### src/core/irq_pkg.sv
package irq_pkg;
  // ----------------------------------------
  // Register map (byte addresses)
  // ----------------------------------------
  localparam logic [11:0] ADDR_SYS_CTRL = 12'h000;
  localparam logic [11:0] ADDR_SENSE = 12'h004;
  localparam logic [11:0] ADDR_ENABLE = 12'h008;
  localparam logic [11:0] ADDR_FLAG = 12'h00c;
  localparam logic [11:0] ADDR_PRIO_A = 12'h010;
  localparam logic [11:0] ADDR_PRIO_B = 12'h014;
  localparam logic [11:0] ADDR_STATUS = 12'h018;
  // ----------------------------------------
  // Field positions and reset values
  // ----------------------------------------
  localparam int NMI_EDGE_POS = 0;
  localparam int MASK_MODE_POS = 1;
  localparam logic [7:0] SYS_CTRL_RST = 8'h02;
  localparam logic [7:0] REG8_RST = 8'h00;
  // ----------------------------------------
  // Sources and vectors
  // ----------------------------------------
  localparam int NUM_PINS = 8;
  localparam int NUM_INT = 34;
  localparam int NUM_VEC = 64;
  localparam logic [5:0] VEC_NMI = 6'h07;
  localparam logic [5:0] VEC_PIN_BASE = 6'h0c;
  localparam int WAKE_PINS = 3;
  // Timer and serial sources may be steered to the DMA unit
  localparam logic [33:0] DMA_ROUTABLE = 34'h1_fe01_fffc;

  function automatic logic [5:0] int_vector(input int idx);
    int v;
    if (idx < 2) v = 20 + idx;
    else if (idx < 17) v = 24 + 4 * ((idx - 2) / 3) + ((idx - 2) % 3);
    else if (idx < 33) v = 44 + (idx - 17);
    else v = 60;
    return 6'(v);
  endfunction : int_vector

  function automatic logic prio_bit(input int v, input logic [7:0] pa, input logic [7:0] pb);
    case (v) inside
      12: return pa[7];
      13: return pa[6];
      [14:15]: return pa[5];
      [16:19]: return pa[4];
      [20:21]: return pa[3];
      [24:27]: return pa[2];
      [28:31]: return pa[1];
      [32:35]: return pa[0];
      [36:39]: return pb[7];
      [40:43]: return pb[6];
      [44:47]: return pb[5];
      [48:51]: return pb[4];
      [52:55]: return pb[3];
      [56:59]: return pb[2];
      60: return pb[1];
      default: return 1'b0;
    endcase
  endfunction : prio_bit
endpackage : irq_pkg

### src/core/pin_request_unit.sv
module pin_request_unit
  import irq_pkg::*;
#(
  parameter int N = NUM_PINS
) (
  // Clock and reset
  input wire logic pclk,
  input wire logic presetn,
  // Pins and control
  input wire logic [N-1:0] pin_n,
  input wire logic [N-1:0] sense,
  input wire logic [N-1:0] clr_sw,
  input wire logic [N-1:0] clr_ack,
  // Status
  output logic [N-1:0] flag_r,
  output logic [N-1:0] low_now
);
  // ----------------------------------------
  // Synchronise, then edge detect
  // ----------------------------------------
  logic [N-1:0] s1_r, s2_r, prev_r;
  logic [N-1:0] set_w, ack_ok_w, flag_nxt;

  assign low_now = ~s2_r;
  genvar i;
  for (i = 0; i < N; i++) begin : g_pin
    assign set_w[i] = sense[i] ? (prev_r[i] & ~s2_r[i]) : ~s2_r[i];
    assign ack_ok_w[i] = clr_ack[i] & (sense[i] | s2_r[i]);
  end
  // Set wins over any clear in the same cycle
  assign flag_nxt = set_w | (flag_r & ~clr_sw & ~ack_ok_w);

  always_ff @(posedge pclk or negedge presetn) begin
    if (!presetn) begin
      s1_r <= '1;
      s2_r <= '1;
      prev_r <= '1;
      flag_r <= '0;
    end else begin
      s1_r <= pin_n;
      s2_r <= s1_r;
      prev_r <= s2_r;
      flag_r <= flag_nxt;
    end
  end

  for (i = 0; i < N; i++) begin : g_chk
    edge_flag_a: assert property (@(posedge pclk) disable iff (!presetn)
      sense[i] && prev_r[i] && !s2_r[i] |=> flag_r[i])
      else $error("falling edge did not set flag");
    level_flag_a: assert property (@(posedge pclk) disable iff (!presetn)
      !sense[i] && !s2_r[i] |=> flag_r[i])
      else $error("low level did not set flag");
    flag_clear_a: assert property (@(posedge pclk) disable iff (!presetn)
      clr_sw[i] && !set_w[i] |=> !flag_r[i])
      else $error("software clear ignored");
  end
endmodule : pin_request_unit

### src/core/vector_select.sv
module vector_select
  import irq_pkg::*;
(
  // Eligible requests and levels
  input wire logic [NUM_VEC-1:0] req,
  input wire logic [NUM_VEC-1:0] lvl,
  // Winner
  output logic found,
  output logic [5:0] vec
);
  // Level 1 first, then smallest vector number
  logic hi_f, lo_f;
  logic [5:0] hi_v, lo_v;

  always_comb begin
    hi_f = 1'b0;
    lo_f = 1'b0;
    hi_v = '0;
    lo_v = '0;
    for (int v = NUM_VEC - 1; v >= 0; v--) begin
      if (req[v] && lvl[v]) begin
        hi_f = 1'b1;
        hi_v = 6'(v);
      end
      if (req[v] && !lvl[v]) begin
        lo_f = 1'b1;
        lo_v = 6'(v);
      end
    end
  end
  assign found = hi_f | lo_f;
  assign vec = hi_f ? hi_v : lo_v;
endmodule : vector_select

### src/core/interrupt_source_vector_priority.sv
module interrupt_source_vector_priority
  import irq_pkg::*;
(
  // Clock and reset
  input wire logic pclk,
  input wire logic presetn,
  // APB slave
  input wire logic psel,
  input wire logic penable,
  input wire logic pwrite,
  input wire logic [11:0] paddr,
  input wire logic [31:0] pwdata,
  output logic [31:0] prdata,
  output logic pready,
  output logic pslverr,
  // External pins
  input wire logic nmi_pin,
  input wire logic [NUM_PINS-1:0] irq_pin_n,
  // Internal peripheral requests
  input wire logic [NUM_INT-1:0] int_flag,
  input wire logic [NUM_INT-1:0] int_enable,
  input wire logic [NUM_INT-1:0] dma_route,
  // Core side
  input wire logic global_mask_bit,
  input wire logic user_mask_bit,
  input wire logic core_ack,
  input wire logic standby_mode,
  output logic irq_req,
  output logic [5:0] irq_vector,
  output logic [15:0] irq_vector_addr,
  output logic wake,
  output logic [NUM_INT-1:0] dma_trigger
);
  // ----------------------------------------
  // Registers
  // ----------------------------------------
  logic [7:0] sys_ctrl_r, sense_r, pin_en_r, prio_a_r, prio_b_r;
  logic [7:0] read_one_r;
  logic [31:0] prdata_r;
  logic pready_r, pslverr_r;
  logic irq_req_r, wake_r;
  logic [5:0] vector_r;
  logic [15:0] vector_addr_r;
  logic [NUM_INT-1:0] dma_trigger_r;
  logic nmi_s1_r, nmi_s2_r, nmi_prev_r, nmi_pend_r;

  typedef enum logic [1:0] {ST_IDLE, ST_PRESENT, ST_GAP} state_e;
  state_e state_r, state_nxt;

  // ----------------------------------------
  // APB decode
  // ----------------------------------------
  wire access_w = psel & penable & ~pready_r;
  wire done_w = psel & penable & pready_r;
  wire wr_w = done_w & pwrite;
  wire hit_sys = (paddr == ADDR_SYS_CTRL);
  wire hit_sense = (paddr == ADDR_SENSE);
  wire hit_en = (paddr == ADDR_ENABLE);
  wire hit_flag = (paddr == ADDR_FLAG);
  wire hit_pa = (paddr == ADDR_PRIO_A);
  wire hit_pb = (paddr == ADDR_PRIO_B);
  wire hit_stat = (paddr == ADDR_STATUS);
  wire mapped_w = hit_sys | hit_sense | hit_en | hit_flag | hit_pa | hit_pb | hit_stat;

  wire [7:0] pin_flag_w;
  wire [7:0] status_w = {irq_req_r, 1'b0, vector_r};
  wire [7:0] rd_byte_w = hit_sys ? sys_ctrl_r :
                         hit_sense ? sense_r :
                         hit_en ? pin_en_r :
                         hit_flag ? pin_flag_w :
                         hit_pa ? prio_a_r :
                         hit_pb ? prio_b_r :
                         hit_stat ? status_w : 8'h00;

  // Only flags seen as one by a read may be cleared by a zero write
  wire [7:0] clr_sw_w = (wr_w & hit_flag) ? (read_one_r & ~pwdata[7:0]) : 8'h00;

  always_ff @(posedge pclk or negedge presetn) begin
    if (!presetn) begin
      pready_r <= 1'b0;
      pslverr_r <= 1'b0;
      prdata_r <= '0;
    end else begin
      pready_r <= access_w;
      pslverr_r <= access_w & ~mapped_w;
      prdata_r <= access_w ? {24'h000000, rd_byte_w} : 32'h00000000;
    end
  end

  always_ff @(posedge pclk or negedge presetn) begin
    if (!presetn) begin
      sys_ctrl_r <= SYS_CTRL_RST;
      sense_r <= REG8_RST;
      pin_en_r <= REG8_RST;
      prio_a_r <= REG8_RST;
      prio_b_r <= REG8_RST;
      read_one_r <= REG8_RST;
    end else begin
      if (wr_w && hit_sys) sys_ctrl_r <= pwdata[7:0] & 8'h03;
      if (wr_w && hit_sense) sense_r <= pwdata[7:0];
      if (wr_w && hit_en) pin_en_r <= pwdata[7:0];
      if (wr_w && hit_pa) prio_a_r <= pwdata[7:0];
      if (wr_w && hit_pb) prio_b_r <= pwdata[7:0];
      if (access_w && !pwrite && hit_flag) read_one_r <= pin_flag_w;
      else if (wr_w && hit_flag) read_one_r <= REG8_RST;
    end
  end

  // ----------------------------------------
  // NMI edge detection
  // ----------------------------------------
  wire nmi_rising = sys_ctrl_r[NMI_EDGE_POS];
  wire nmi_edge_w = nmi_rising ? (nmi_s2_r & ~nmi_prev_r) : (~nmi_s2_r & nmi_prev_r);
  wire ack_fire_w = (state_r == ST_PRESENT) & core_ack;
  wire nmi_ack_w = ack_fire_w & (vector_r == VEC_NMI);

  always_ff @(posedge pclk or negedge presetn) begin
    if (!presetn) begin
      nmi_s1_r <= 1'b0;
      nmi_s2_r <= 1'b0;
      nmi_prev_r <= 1'b0;
      nmi_pend_r <= 1'b0;
    end else begin
      nmi_s1_r <= nmi_pin;
      nmi_s2_r <= nmi_s1_r;
      nmi_prev_r <= nmi_s2_r;
      nmi_pend_r <= nmi_edge_w | (nmi_pend_r & ~nmi_ack_w);
    end
  end

  // ----------------------------------------
  // External pins
  // ----------------------------------------
  wire [7:0] pin_ack_w;
  genvar i;
  for (i = 0; i < NUM_PINS; i++) begin : g_pin_ack
    assign pin_ack_w[i] = ack_fire_w & (vector_r == VEC_PIN_BASE + 6'(i));
  end

  pin_request_unit #(.N(NUM_PINS)) u_pins (
    .pclk(pclk),
    .presetn(presetn),
    .pin_n(irq_pin_n),
    .sense(sense_r),
    .clr_sw(clr_sw_w),
    .clr_ack(pin_ack_w),
    .flag_r(pin_flag_w),
    .low_now()
  );

  // ----------------------------------------
  // Request and level vectors
  // ----------------------------------------
  logic [NUM_VEC-1:0] req_w, lvl_w, elig_w;
  wire [NUM_INT-1:0] int_act_w = int_flag & int_enable;
  wire [NUM_INT-1:0] to_dma_w = int_act_w & dma_route & DMA_ROUTABLE;
  wire [NUM_INT-1:0] to_ctl_w = int_act_w & ~to_dma_w;
  wire alt_mode = ~sys_ctrl_r[MASK_MODE_POS];

  for (i = 0; i < NUM_VEC; i++) begin : g_vec
    logic pin_hit, int_hit;
    always_comb begin
      pin_hit = 1'b0;
      int_hit = 1'b0;
      for (int p = 0; p < NUM_PINS; p++) begin
        if (i == int'(VEC_PIN_BASE) + p) pin_hit = pin_flag_w[p] & pin_en_r[p];
      end
      for (int k = 0; k < NUM_INT; k++) begin
        if (6'(i) == int_vector(k)) int_hit = to_ctl_w[k];
      end
    end
    if (i == int'(VEC_NMI)) begin : g_nmi
      assign req_w[i] = nmi_pend_r;
      assign lvl_w[i] = 1'b1;
      assign elig_w[i] = req_w[i];
    end else begin : g_src
      assign req_w[i] = pin_hit | int_hit;
      assign lvl_w[i] = prio_bit(i, prio_a_r, prio_b_r);
      assign elig_w[i] = req_w[i] & (~global_mask_bit | (alt_mode & ~user_mask_bit & lvl_w[i]));
    end
  end

  wire found_w;
  wire [5:0] win_w;
  vector_select u_select (
    .req(elig_w),
    .lvl(lvl_w),
    .found(found_w),
    .vec(win_w)
  );

  // ----------------------------------------
  // Core handshake
  // ----------------------------------------
  always_comb begin
    state_nxt = state_r;
    case (state_r)
      ST_IDLE: if (found_w) state_nxt = ST_PRESENT;
      ST_PRESENT: if (core_ack) state_nxt = ST_GAP;
      // Gap lets the acked source drop before reselecting
      ST_GAP: state_nxt = ST_IDLE;
      default: state_nxt = ST_IDLE;
    endcase
  end

  wire take_w = (state_r == ST_IDLE) & found_w;
  wire [7:0] wake_src_w = {5'b00000, pin_flag_w[WAKE_PINS-1:0] & pin_en_r[WAKE_PINS-1:0]};

  always_ff @(posedge pclk or negedge presetn) begin
    if (!presetn) begin
      state_r <= ST_IDLE;
      irq_req_r <= 1'b0;
      vector_r <= '0;
      vector_addr_r <= '0;
      wake_r <= 1'b0;
      dma_trigger_r <= '0;
    end else begin
      state_r <= state_nxt;
      if (take_w) begin
        irq_req_r <= 1'b1;
        vector_r <= win_w;
        vector_addr_r <= {8'h00, win_w, 2'b00};
      end else if (ack_fire_w) begin
        irq_req_r <= 1'b0;
      end
      wake_r <= standby_mode & (nmi_pend_r | (|wake_src_w));
      dma_trigger_r <= to_dma_w;
    end
  end

  assign prdata = prdata_r;
  assign pready = pready_r;
  assign pslverr = pslverr_r;
  assign irq_req = irq_req_r;
  assign irq_vector = vector_r;
  assign irq_vector_addr = vector_addr_r;
  assign wake = wake_r;
  assign dma_trigger = dma_trigger_r;

  // ----------------------------------------
  // Checks
  // ----------------------------------------
  nmi_first_a: assert property (@(posedge pclk) disable iff (!presetn)
    state_r == ST_IDLE && nmi_pend_r |=> irq_req_r && irq_vector == VEC_NMI)
    else $error("pending NMI not presented first");
  vec_addr_a: assert property (@(posedge pclk) disable iff (!presetn)
    irq_req_r |-> irq_vector_addr == {8'h00, vector_r, 2'b00})
    else $error("vector address not number times four");
  req_hold_a: assert property (@(posedge pclk) disable iff (!presetn)
    irq_req_r && !core_ack |=> irq_req_r && $stable(vector_r))
    else $error("request dropped before acknowledge");
  mask_block_a: assert property (@(posedge pclk) disable iff (!presetn)
    state_r == ST_IDLE && !nmi_pend_r && global_mask_bit && (!alt_mode || user_mask_bit)
    |=> !irq_req_r)
    else $error("masked request presented");
  // Checked at selection, where the enable that gated the choice still stands
  pin_enable_a: assert property (@(posedge pclk) disable iff (!presetn)
    take_w && win_w >= VEC_PIN_BASE && win_w < VEC_PIN_BASE + 6'h08
    |-> pin_en_r[3'(win_w - VEC_PIN_BASE)])
    else $error("disabled pin presented");
  wake_gate_a: assert property (@(posedge pclk) disable iff (!presetn)
    !standby_mode |=> !wake)
    else $error("wake outside standby");
  wake_pin_a: assert property (@(posedge pclk) disable iff (!presetn)
    standby_mode && (|wake_src_w) |=> wake)
    else $error("enabled wake pin ignored in standby");
  mask_alt_a: assert property (@(posedge pclk) disable iff (!presetn)
    take_w && global_mask_bit |-> win_w == VEC_NMI || (alt_mode && !user_mask_bit && lvl_w[win_w]))
    else $error("masked source selected");
  select_lvl_a: assert property (@(posedge pclk) disable iff (!presetn)
    take_w && !lvl_w[win_w] |-> (elig_w & lvl_w) == '0)
    else $error("level 0 chosen over level 1");
  ack_gap_a: assert property (@(posedge pclk) disable iff (!presetn)
    ack_fire_w |=> !irq_req_r ##1 !irq_req_r)
    else $error("request not withdrawn after acknowledge");

  // ----------------------------------------
  // Bus checks
  // ----------------------------------------
  bus_ready_a: assert property (@(posedge pclk) disable iff (!presetn)
    access_w |=> pready_r)
    else $error("access not answered");
  bus_error_a: assert property (@(posedge pclk) disable iff (!presetn)
    access_w && !mapped_w |=> pslverr_r && prdata_r == 32'h00000000)
    else $error("unmapped access not flagged");
  prio_a_write_a: assert property (@(posedge pclk) disable iff (!presetn)
    wr_w && hit_pa |=> prio_a_r == $past(pwdata[7:0]))
    else $error("priority a write lost");
  prio_b_write_a: assert property (@(posedge pclk) disable iff (!presetn)
    wr_w && hit_pb |=> prio_b_r == $past(pwdata[7:0]))
    else $error("priority b write lost");
  sense_write_a: assert property (@(posedge pclk) disable iff (!presetn)
    wr_w && hit_sense |=> sense_r == $past(pwdata[7:0]))
    else $error("sense write lost");
  enable_write_a: assert property (@(posedge pclk) disable iff (!presetn)
    wr_w && hit_en |=> pin_en_r == $past(pwdata[7:0]))
    else $error("enable write lost");

  // ----------------------------------------
  // Source checks
  // ----------------------------------------
  nmi_edge_a: assert property (@(posedge pclk) disable iff (!presetn)
    nmi_edge_w |=> nmi_pend_r)
    else $error("selected edge did not raise NMI");
  nmi_clear_a: assert property (@(posedge pclk) disable iff (!presetn)
    nmi_ack_w && !nmi_edge_w |=> !nmi_pend_r)
    else $error("NMI pending after acknowledge");
  dma_follow_a: assert property (@(posedge pclk) disable iff (!presetn)
    1'b1 |=> dma_trigger == $past(int_flag & int_enable & dma_route & DMA_ROUTABLE))
    else $error("DMA trigger does not follow routed sources");
  // Routed sources must never reach the selector
  for (i = 0; i < NUM_INT; i++) begin : g_dma_chk
    dma_excl_a: assert property (@(posedge pclk) disable iff (!presetn)
      to_dma_w[i] |-> !req_w[int_vector(i)])
      else $error("routed source reached selector");
  end
endmodule : interrupt_source_vector_priority

### config.mk
export PLATFORM = sky130hd
export DESIGN_NAME = interrupt_source_vector_priority
export DESIGN_NICKNAME = d
export VERILOG_FILES = /design/src/core/irq_pkg.sv /design/src/core/pin_request_unit.sv /design/src/core/vector_select.sv /design/src/core/interrupt_source_vector_priority.sv
export SDC_FILE = /design/constraint.sdc
export NUM_CORES = 1
export LEC_CHECK = 0
export BUFFER_PORTS_ARGS = -buffer_cell sky130_fd_sc_hd__buf_2
export CORE_MARGIN = 2
export CORE_UTILIZATION = 45
export CTS_BUF_LIST = sky130_fd_sc_hd__clkbuf_8 sky130_fd_sc_hd__clkbuf_16
export CTS_CLUSTER_SIZE = 8
export DETAILED_ROUTE_END_ITERATION = 16
export MAX_ROUTING_LAYER = met4
export PLACE_DENSITY = 0.71
export SYNTH_ARGS = -nofsm -noshare
export SYNTH_HDL_FRONTEND = slang
export SYNTH_SLANG_ARGS = --single-unit
### constraint.sdc
create_clock -name pclk -period 3.8 [get_ports pclk]
set_input_delay 0.19 -clock pclk [delete_from_list [all_inputs] [get_ports pclk]]
set_output_delay 0.19 -clock pclk [all_outputs]
set_load 0.03 [all_outputs]
==> results of run 1 <==
layer usage:
metal	up-vias	global-route usage
li1	3159	-
met1	3348	0.356
met2	314	0.395
met3	48	0.0507
met4	0	0.0906
met5	-	-
worst paths after layout:
path	start	to	cells past startpoint
max in group asynchronous	presetn	u_pins.s1_r[3]$_DFF_PN1_	3
max reg2reg	sys_ctrl_r[1]$_DFFE_PN1P_	irq_vector[0]$_DFFE_PN0P_	7
min	int_enable[30]	dma_trigger[30]$_DFF_PN0_	2
min reg2reg	nmi_s1_r$_DFF_PN0_	nmi_s2_r$_DFF_PN0_	0
min in group asynchronous	presetn	dma_trigger[28]$_DFF_PN0_	2
max	sys_ctrl_r[1]$_DFFE_PN1P_	irq_vector[0]$_DFFE_PN0P_	7
cell usage in the layout (no fill, tap or decap), drive strengths merged, types with 4 or more instances in the layout:
cell / n
a211oi: 12
a21o: 5
a21oi: 22
a22o: 12
a22oi: 22
a311oi: 6
a31oi: 14
a41oi: 4
and2: 7
and3: 27
and3b: 20
buf: 179
clkbuf: 18
clkinv: 6
conb: 45
dfrtp: 96
dfstp: 25
dlygate4sd3: 11
inv: 17
mux2: 37
nand2: 59
nand3: 19
nand3b: 29
nand4: 10
nor2: 45
nor2b: 10
nor3: 13
nor3b: 17
nor4: 6
o211ai: 9
o21a: 6
o21ai: 41
o221ai: 4
o22ai: 17
o311ai: 4
o31ai: 6
o32ai: 4
or2: 5
or3: 7
power breakdown:
part / switching [uW] / leakage (uW) / total [uW] / internal, uW
Sequential: 130 / 0.00148 / 1500 / 1370
Combinational: 545 / 0.00235 / 813 / 268
Clock: 627 / 0.000271 / 1500 / 872
Total: 1300 / 0.00411 / 3820 / 2510
cell type report:
cell class              instances  share of cell area
clock buffers                  18              0.0507
repair buffers                190               0.116
multi-input cells             592               0.442
flip-flops and latches        121               0.344
clock inverters                14              0.0114
inverters                      12             0.00507
well taps                     216              0.0304
per-stage QoR:
stage	worst slack (ns)	hold WS (ns)
2_1_floorplan	1.73	-0.106
3_3_place_gp	1.18	0.295
3_5_place_dp	1.17	0.296
4_1_cts	1.21	0.00254
5_1_grt	1.02	0.0148
6_report	1.10	0.0139
critical path: cells and delay by family, from the launching register on:
family / cells / cell delay [ns]
AO/OA/AOI/OAI: 5 / 1.65
AND/OR/NAND/NOR: 1 / 0.17
flip-flops: 1 / 0.41
buffers and inverters: 1 / 0.33
cells by family after synthesis:
group / count (synthesis)
DFF: 121
other: 1
muxes: 39
AOI/OAI and AO/OA: 221
and+or+nand+nor: 287
buffers and inverters: 87
==> flow_metrics.py, run 1 <==
metrics = {
    "status": {
        "outcome": "complete, no violations",
    },
    "floorplan": {
        "die_w_um": 132,
        "dieHeight_um": 132,
        "boundaryPins": 256,
        "row_count": 46,
        "start_util": 0.463,
        "core_um2": 15900,
        "die_area_um2": 17400,
    },
    "drt": {
        "met2WireLength_mm": 9.94,
        "drc_errors": 0,
        "drt_iter0_drc": 704,
        "wirelength_mm": 22.3,
        "wl_per_cell_um": 19.2,
        "drtAntennaViolNets": 0,
        "met1Wirelength_mm": 10.0,
        "highest_layer": "met4",
        "dr.pass1.iters": 5,
        "dr_wl_met3_mm": 1.74,
        "avgViaCountPerCell": 5.91,
        "num_vias": 6869,
    },
    "place": {
        "hpwlAfterDp_mm": 16.8,
        "dpl.cell_count": 1120,
        "gp_congestion": 0.970,
        "io_buffers": 175,
        "postPlaceCellArea_um2": 8230,
    },
    "cells_and_area": {
        "fill_cells": 1486,
        "instances_no_fill": 1163,
        "largest_register_ff_count": 23,
        "fin_area_um2": 8890,
        "num-nets-final": 1098,
        "multiInputGateArea_um2": 3930,
        "antenna_cells": 0,
        "area_growth_pct": 20.4,
        "utilization": 0.557,
        "seq_area_um2": 3060,
        "layout-drive-gt1-share": 0.314,
    },
    "global_routing": {
        "grt_pass1_vias": 6597,
        "grt_max_degree": 67,
        "grt_pass1_wl_mm": 34.9,
        "antenna_found_initial": 0,
        "grtUsageTotal": 0.263,
        "overflow": 0,
    },
    "logic_synthesis": {
        "synth-edff-count": 0,
        "synthAdderAreaFrac": 0,
        "muxShareOfSynthArea": 0.0597,
        "synth_top_family_by_area": "simple AND/OR/NAND/NOR gates",
        "synthSimpleGateAreaFrac": 0.230,
        "synth_compound_area_frac": 0.219,
        "synth_common_cells": "dfrtp_1, nand2_1, buf_4",
        "synthCells": 756,
        "ys_seq_elements": 121,
        "netlist_area_um2": 7380,
        "syn_area_per_cell_um2": 9.77,
        "yosysTopAreaCellShare": 0.325,
        "synthXorXnorAreaFrac": 0,
        "synth_cell_type_count": 91,
        "ys.warnings.count": 0,
        "synthMostInstantiatedCell": "dfrtp_1",
        "ys_seq_area_frac": 0.414,
        "yosys.area.top_type": "dfrtp_1",
        "async_reset_ff_frac": 1.00,
        "synthTopCellsByArea": "dfrtp_1, dfstp_2, buf_4",
        "synth_ff_type": "dfrtp_1",
    },
    "critical_path": {
        "cp-start-kind": "flip-flop",
        "cp_common_cell": "a31oi_1",
        "critPathKind": "reg -> reg",
        "cp_slowest_cell": "o21ai_2",
        "reg2reg_slack_ns": 1.10,
        "crit_required_ns": 4.10,
        "worst_ep_arrival_time_ns": 2.99,
        "crit_fanout": 17,
        "crit_path_cell_trace": "o21ai_2 > buf_4 > nand3_1 > a41oi_1 > a31oi_1 > o31ai_1 > a31oi_1",
        "end_kind": "flip-flop",
        "cp_slowest_stage_delay_ns": 0.48,
    },
    "pwr": {
        "ir_drop_mv": 0.333,
        "power.density_nw_per_um2": 429,
        "power_uw": 3820,
        "p_leak_uw": 0.00411,
    },
    "sta": {
        "finalHoldViolations": 0,
        "finalSetupTns_ns": 0,
        "slew_headroom": 0.344,
        "fin_skew_ns": 0.00894,
        "rsz0062_at_grt": "false",
        "tightestPinTransition_ns": 0.981,
        "fin_crit_sh": 0.710,
        "slew_viol_final": 0,
        "period_minus_slack_ns": 2.70,
        "setup_viol": 0,
        "clock.fmax_mhz": 371,
    },
    "clocking": {
        "postCtsSetupRepairBufs": 0,
        "clockBufferDepth": 2,
        "hold_buffers": 11,
        "clk_pin_slew_ns": 0.06,
        "cts.sinks": 121,
        "cts_tree": "yes",
        "htreeDepth": 4,
        "clkLatencyLatePin_ns": 0.43,
        "numCtsBuffers": 17,
        "cts_resized": 0,
        "cts_root_buffer": "clkbuf_16",
    },
    "flow_run": {
        "drv_cap": 0,
    },
    "worst_hold_path": {
        "hp-class": "in -> reg",
    },
}
Note: power is estimated with default switching activity, not from simulation.
==> run 2, diff against run 1 <==
--- a/config.mk
+++ b/config.mk
@@ -12,7 +12,7 @@
 export CTS_CLUSTER_SIZE = 8
 export DETAILED_ROUTE_END_ITERATION = 16
 export MAX_ROUTING_LAYER = met4
-export PLACE_DENSITY = 0.71
+export PLACE_DENSITY = 0.74
 export SYNTH_ARGS = -nofsm -noshare
 export SYNTH_HDL_FRONTEND = slang
 export SYNTH_SLANG_ARGS = --single-unit
==> constraint.sdc (replaced) <==
create_clock -name pclk -period 2.4 [get_ports pclk]
set_input_delay 0.12 -clock pclk [delete_from_list [all_inputs] [get_ports pclk]]
set_output_delay 0.12 -clock pclk [all_outputs]
set_load 0.03 [all_outputs]
==> run 2 against run 1 <==
Effect of this change: the run now ends with negative hold slack left; final cell count rose by 7.9%; combinational power rose by 85%; flip-flop and latch count did not move; count of clock-buffer cells in the layout is the same; critical path depth up 2; power is 63% higher; via count increased by 6.8%; utilization up 5.2 points; non-clock buffer count rose by 92; clock skew shrank 0.00051 ns; worst hold slack lost 0.015 ns; first-iteration DRC count increased by 17%; critical path type is now in -> reg.
==> flow_metrics.py, run 2 (synthesis gave the netlist of run 1 again) <==
metrics = {
    "cells_and_area": {
        "fin_area_um2": 9720,
        "final_cell_mix": "buf_2, dfrtp_1, dlygate4sd3_1",
        "area_growth_pct": 31.6,
        "fill_cells": 1388,
        "largest_register_ff_count": 23,
        "layout_commonest_cell": "buf_2",
        "num-nets-final": 1190,
        "layout-drive-gt1-share": 0.327,
        "antenna_cells": 0,
    },
    "critical_path": {
        "end_kind": "flip-flop",
        "reg2reg_slack_ns": 0.10,
        "crit_required_ns": 2.71,
        "crit_fanout": 5,
        "reg2reg_to": "irq_vector[4]$_DFFE_PN0P_",
        "worst_ep_arrival_time_ns": 2.62,
        "cp-start-kind": "primary input",
        "rr_worst_depth": 8,
        "critPathKind": "in -> reg",
        "timing.rr.start": "sys_ctrl_r[1]$_DFFE_PN1P_",
    },
    "clocking": {
        "cts.sinks": 121,
        "cts_root_buffer": "clkbuf_16",
        "cts_tree": "yes",
        "clk_pin_slew_ns": 0.06,
        "clkLatencyLatePin_ns": 0.42,
        "htreeDepth": 4,
        "numCtsBuffers": 17,
        "clockBufferDepth": 2,
    },
    "drt": {
        "drtAntennaViolNets": 0,
        "drt_iter0_drc": 823,
        "drc_errors": 0,
        "num_vias": 7335,
        "avgViaCountPerCell": 5.84,
        "wirelength_mm": 24.3,
        "wl_per_cell_um": 19.3,
        "dr.pass1.iters": 6,
    },
    "pwr": {
        "power.density_nw_per_um2": 640,
        "intPower_uw": 4070,
        "power_uw": 6220,
        "pwr-share-comb": 0.241,
        "p_sw_uw": 2150,
        "seqPwrFrac": 0.374,
        "swShare": 0.346,
        "ir_drop_mv": 0.519,
        "clkPwrFrac": 0.385,
        "p_leak_uw": 0.00457,
    },
    "sta": {
        "fin_skew_ns": 0.00844,
        "setup_viol": 0,
        "finalWorstSetupSlack_ns": 0.0862,
        "rsz0062_at_grt": "false",
        "period_minus_slack_ns": 2.31,
        "tightestPinTransition_ns": 0.665,
        "finalHoldViolations": 1,
        "fin_crit_sh": 0.964,
        "hold_ws_ns": -0.00142,
        "clock.fmax_mhz": 432,
        "slew_viol_final": 0,
        "finalSetupTns_ns": 0,
        "slew_headroom": 0.551,
    },
    "global_routing": {
        "grt_pass1_vias": 7140,
        "antenna_found_initial": 0,
        "grt_max_degree": 47,
        "grt_pass1_wl_mm": 37.8,
        "grtUsageTotal": 0.284,
        "overflow": 0,
    },
    "floorplan": {
        "start_util": 0.463,
        "core_um2": 15900,
        "die_area_um2": 17400,
        "die_w_um": 132,
        "boundaryPins": 256,
        "dieHeight_um": 132,
        "row_count": 46,
    },
    "status": {
        "outcome": "finished, violations left",
        "violations": "negative hold slack",
    },
    "place": {
        "postPlaceCellArea_um2": 8540,
        "pre_cts_ws_ns": 0.0914,
        "hpwlAfterDp_mm": 18.0,
        "io_buffers": 175,
        "gp_congestion": 0.991,
    },
    "worst_hold_path": {
        "hold-path-cell-count": 3,
        "holdPathEnd": "prio_b_r[7]$_DFFE_PN0P_",
        "hp-class": "in -> reg",
        "min_from": "pwdata[7]",
    },
    "flow_run": {
        "drv_cap": 0,
    },
}
==> run 2: cell count changes in the layout (fill, tap and decap cells not counted), sizes merged <==
cell / delta
dlygate4sd3: +50
clkinvlp: -2
clkinv: -2
inv: +4
buf: +42
==> run 2: through the flow <==
stage	hold slack [ns]	std cells	util
floorplan	-0.176	800	-
global placement	0.190	1162	0.535
detailed placement	0.194	1162	0.535
CTS	0.000333	1255	0.608
global route	0.0192	1255	0.609
finish	-0.00142	1255	0.609
==> run 2: worst max path at each step <==
stage                                     startpoint                         to  slack (ns)
after CTS                  sys_ctrl_r[1]$_DFFE_PN1P_  irq_vector[1]$_DFFE_PN0P_        0.07
after global placement     sys_ctrl_r[1]$_DFFE_PN1P_  irq_vector[4]$_DFFE_PN0P_        0.10
after floorplan            sys_ctrl_r[1]$_DFFE_PN1P_  irq_vector[4]$_DFFE_PN0P_        0.33
after detailed placement   sys_ctrl_r[1]$_DFFE_PN1P_  irq_vector[4]$_DFFE_PN0P_        0.09
final                                 int_enable[15]  irq_vector[4]$_DFFE_PN0P_        0.09
after global routing      u_pins.flag_r[6]$_DFF_PN0_  irq_vector[4]$_DFFE_PN0P_       0.001
==> run 2: layout make-up <==
class                           instances  area, um2  share of cell area
Clock buffer                           18        439              0.0452
Clock inverter                         14        111              0.0115
Inverter                               12       45.0             0.00464
Multi-Input combinational cell        592       3940               0.406
Sequential cell                       121       3060               0.315
Tap cell                              216        270              0.0278
Timing Repair Buffer                  282       1850               0.190
==> run 2: routing by layer <==
layer  GRT usage  part of all wire  vias to the layer above
met5           -                 0                        -
met4      0.0966             0.026                        0
met3      0.0588             0.098                       57
met2       0.442              0.47                      457
met1       0.371              0.41                     3467
li1            -                 -                     3354
==> run 2: repair_timing <==
item                                    4_1_cts  5_1_grt
setup buffers                                 0        0
resized for setup                             0        3
hold endpoints to repair                     72        0
endpoints found under the setup margin        0        7
hold buffers                                 61        0
==> run 2: power by group through the flow <==
stage | clock network (uW) | logic (uW) | registers (uW)
6_report | 2400 | 1500 | 2320
5_1_grt | 2540 | 1590 | 2340
4_1_cts | 2440 | 1480 | 2320
3_5_place_dp | 0 | 1400 | 2350
3_3_place_gp | 0 | 1390 | 2350
2_1_floorplan | 0 | 794 | 2460
==> run 2: worst max-delay path, cell delays in order <==
cell,delay (ns)
dlygate4sd3_1,0.52
buf_2,0.13
and3b_1,0.23
o31ai_1,0.51
and2_1,0.23
and3_1,0.24
and4_4,0.28
nor2_2,0.05
mux2_4,0.30
==> run 3, diff against run 2 <==
--- a/config.mk
+++ b/config.mk
@@ -5,14 +5,15 @@
 export SDC_FILE = /design/constraint.sdc
 export NUM_CORES = 1
 export LEC_CHECK = 0
-export BUFFER_PORTS_ARGS = -buffer_cell sky130_fd_sc_hd__buf_2
 export CORE_MARGIN = 2
 export CORE_UTILIZATION = 45
 export CTS_BUF_LIST = sky130_fd_sc_hd__clkbuf_8 sky130_fd_sc_hd__clkbuf_16
 export CTS_CLUSTER_SIZE = 8
 export DETAILED_ROUTE_END_ITERATION = 16
+export DONT_BUFFER_PORTS = 1
+export GPL_TIMING_DRIVEN = 0
 export MAX_ROUTING_LAYER = met4
-export PLACE_DENSITY = 0.74
+export PLACE_DENSITY = 0.6
 export SYNTH_ARGS = -nofsm -noshare
 export SYNTH_HDL_FRONTEND = slang
 export SYNTH_SLANG_ARGS = --single-unit
==> run 3 against run 2 <==
Effect of this change: the flow still finishes with violations (negative hold slack); clock power increased by 5%; via count decreased by 7.1%; final cell count decreased by 11%; combinational power decreased by 26%; die area unchanged; largest power group is now sequential cells; highest routed layer unchanged.
==> flow_metrics.py, run 3 (synthesis gave the netlist of run 1 again) <==
metrics = {
    "pwr": {
        "ir_drop_mv": 0.483,
        "power.density_nw_per_um2": 672,
        "p_leak_uw": 0.00404,
        "power_uw": 6170,
    },
    "drt": {
        "avgViaCountPerCell": 6.09,
        "drt_iter0_drc": 397,
        "drtAntennaViolNets": 0,
        "dr.pass1.iters": 6,
        "num_vias": 6812,
        "drc_errors": 0,
        "wirelength_mm": 25.7,
        "wl_per_cell_um": 22.9,
    },
    "flow_run": {
        "drv_cap": 0,
    },
    "floorplan": {
        "start_util": 0.463,
        "die_area_um2": 17400,
        "row_count": 46,
        "core_um2": 15900,
        "dieHeight_um": 132,
        "die_w_um": 132,
        "boundaryPins": 256,
    },
    "cells_and_area": {
        "final_cell_mix": "dfrtp_1, dlygate4sd3_1, nand2_1, buf_4, conb_1",
        "num-nets-final": 1053,
        "largest_register_ff_count": 23,
        "layout_commonest_cell": "dfrtp_1",
        "layout-drive-gt1-share": 0.222,
        "area_growth_pct": 24.3,
        "fin_area_um2": 9180,
        "utilization": 0.576,
    },
    "clocking": {
        "cts_tree": "yes",
        "htreeDepth": 4,
        "cts_root_buffer": "clkbuf_16",
        "clkLatencyLatePin_ns": 0.43,
        "numCtsBuffers": 17,
        "hold_buffers": 65,
        "cts.sinks": 121,
        "clockBufferDepth": 2,
        "clk_pin_slew_ns": 0.07,
    },
    "global_routing": {
        "overflow": 0,
        "grt_pass1_vias": 6724,
        "grt_max_degree": 122,
        "antenna_found_initial": 1,
        "grtUsageTotal": 0.303,
        "grt_pass1_wl_mm": 39.6,
    },
    "sta": {
        "slew_headroom": 0.360,
        "hold_ws_ns": -0.616,
        "fin_crit_sh": 0.968,
        "finalHoldViolations": 121,
        "period_minus_slack_ns": 2.32,
        "tightestPinTransition_ns": 0.952,
        "clock.fmax_mhz": 430,
        "setup_viol": 0,
        "fin_skew_ns": 0.0122,
        "slew_viol_final": 0,
    },
    "critical_path": {
        "cp-start-kind": "flip-flop",
        "crit_buf_inv": 1,
        "crit_fanout": 10,
        "cp_slowest_stage_delay_ns": 0.59,
        "worst_ep_arrival_time_ns": 2.63,
        "cp_slowest_cell": "dfstp_2",
        "crit_required_ns": 2.70,
        "critPathKind": "reg -> reg",
        "end_kind": "flip-flop",
        "critPathTopFamily": "simple AND/OR/NAND/NOR gates",
        "crit_path_cell_trace": "o21ai_4 > buf_4 > o211ai_2 > nand4_4 > nor3b_4 > and4_4 > nor2_2 > mux2_4",
    },
    "place": {
        "postPlaceCellArea_um2": 7820,
        "hpwlAfterDp_mm": 19.1,
        "gp_congestion": 0.975,
        "io_buffers": 0,
    },
    "status": {
        "violations": "negative hold slack",
        "outcome": "finished, violations left",
    },
    "worst_hold_path": {
        "hp-class": "in -> async",
    },
}
run 3: cell count changes in the layout (fill, tap and decap cells not counted), moves of 2 or more:
cell,before,now
buf_1,0,3
clkbuf_1,0,6
buf_4,46,59
buf_6,0,3
dlygate4sd3_1,61,65
clkbuf_2,0,3
a22oi_1,21,19
a22oi_2,1,3
buf_2,174,5
run 3: repair_timing:
action,CTS,global route
resized for setup,8,14
setup endpoints to repair,12,7
buffers inserted,0,6
hold endpoints to repair,199,121
pin swaps,1,7
gates cloned,0,0
run 3: area by class of cell:
type | instances | area [um2]
diodes | 1 | 2.50
plain buffers | 74 | 519
clock buffers | 18 | 450
clock inverters | 14 | 121
fillers | 1425 | 6760
inverters | 12 | 45.0
multi-input cells | 592 | 4020
flip-flops and latches | 121 | 3060
well taps | 216 | 270
repair buffers | 71 | 696
run 3: where the power goes:
part | total, uW | switching [uW] | internal, uW
logic | 1110 | 658 | 453
registers | 2540 | 369 | 2170
clock network | 2520 | 1100 | 1420
run 3: per-layer routing:
metal  part of all wire  global-route usage  up-vias
met5                  0                   -        -
met1               0.43               0.403     3370
met3              0.080              0.0592       38
met4              0.020              0.0900        0
met2               0.47               0.471      334
li1                   -                   -     3070
run 3: worst paths after layout:
| check | startpoint | end | slack [ns] | cells after the start |
|---|---|---|---|---|
| setup / recovery | sys_ctrl_r[1]$_DFFE_PN1P_ | irq_vector[4]$_DFFE_PN0P_ | 0.08 | 8 |
| hold reg to reg | nmi_s1_r$_DFF_PN0_ | nmi_s2_r$_DFF_PN0_ | 0.35 | 0 |
| hold / removal | presetn | dma_trigger[10]$_DFF_PN0_ | -0.62 | 0 |
| max in group asynchronous | presetn | u_pins.s2_r[4]$_DFF_PN1_ | 2.74 | 0 |
| setup reg to reg | sys_ctrl_r[1]$_DFFE_PN1P_ | irq_vector[4]$_DFFE_PN0P_ | 0.08 | 8 |
| min in group pclk | penable | pslverr$_DFF_PN0_ | 0.08 | 3 |
run 3: worst reg2reg max path, delay by kind of cell (launching register included):
| family | cells | cell delay, ns |
|---|---|---|
| AO/OA/AOI/OAI | 2 | 0.24 |
| AND/OR/NAND/NOR | 4 | 0.89 |
| flip-flops | 1 | 0.59 |
| buffers and inverters | 1 | 0.19 |
| multiplexers | 1 | 0.30 |
run 3: per-stage QoR:
| step | setup TNS (ns) | hold WS, ns | setup slack, ns | instances |
|---|---|---|---|---|
| after floorplan | 0 | -0.176 | 0.332 | 800 |
| after global placement | -0.664 | -0.173 | -0.281 | 1016 |
| after detailed placement | -0.556 | -0.173 | -0.219 | 1016 |
| after CTS | 0 | -0.621 | 0.000481 | 1113 |
| after global routing | -0.00490 | -0.627 | -0.00490 | 1119 |
| final | 0 | -0.616 | 0.0763 | 1119 |
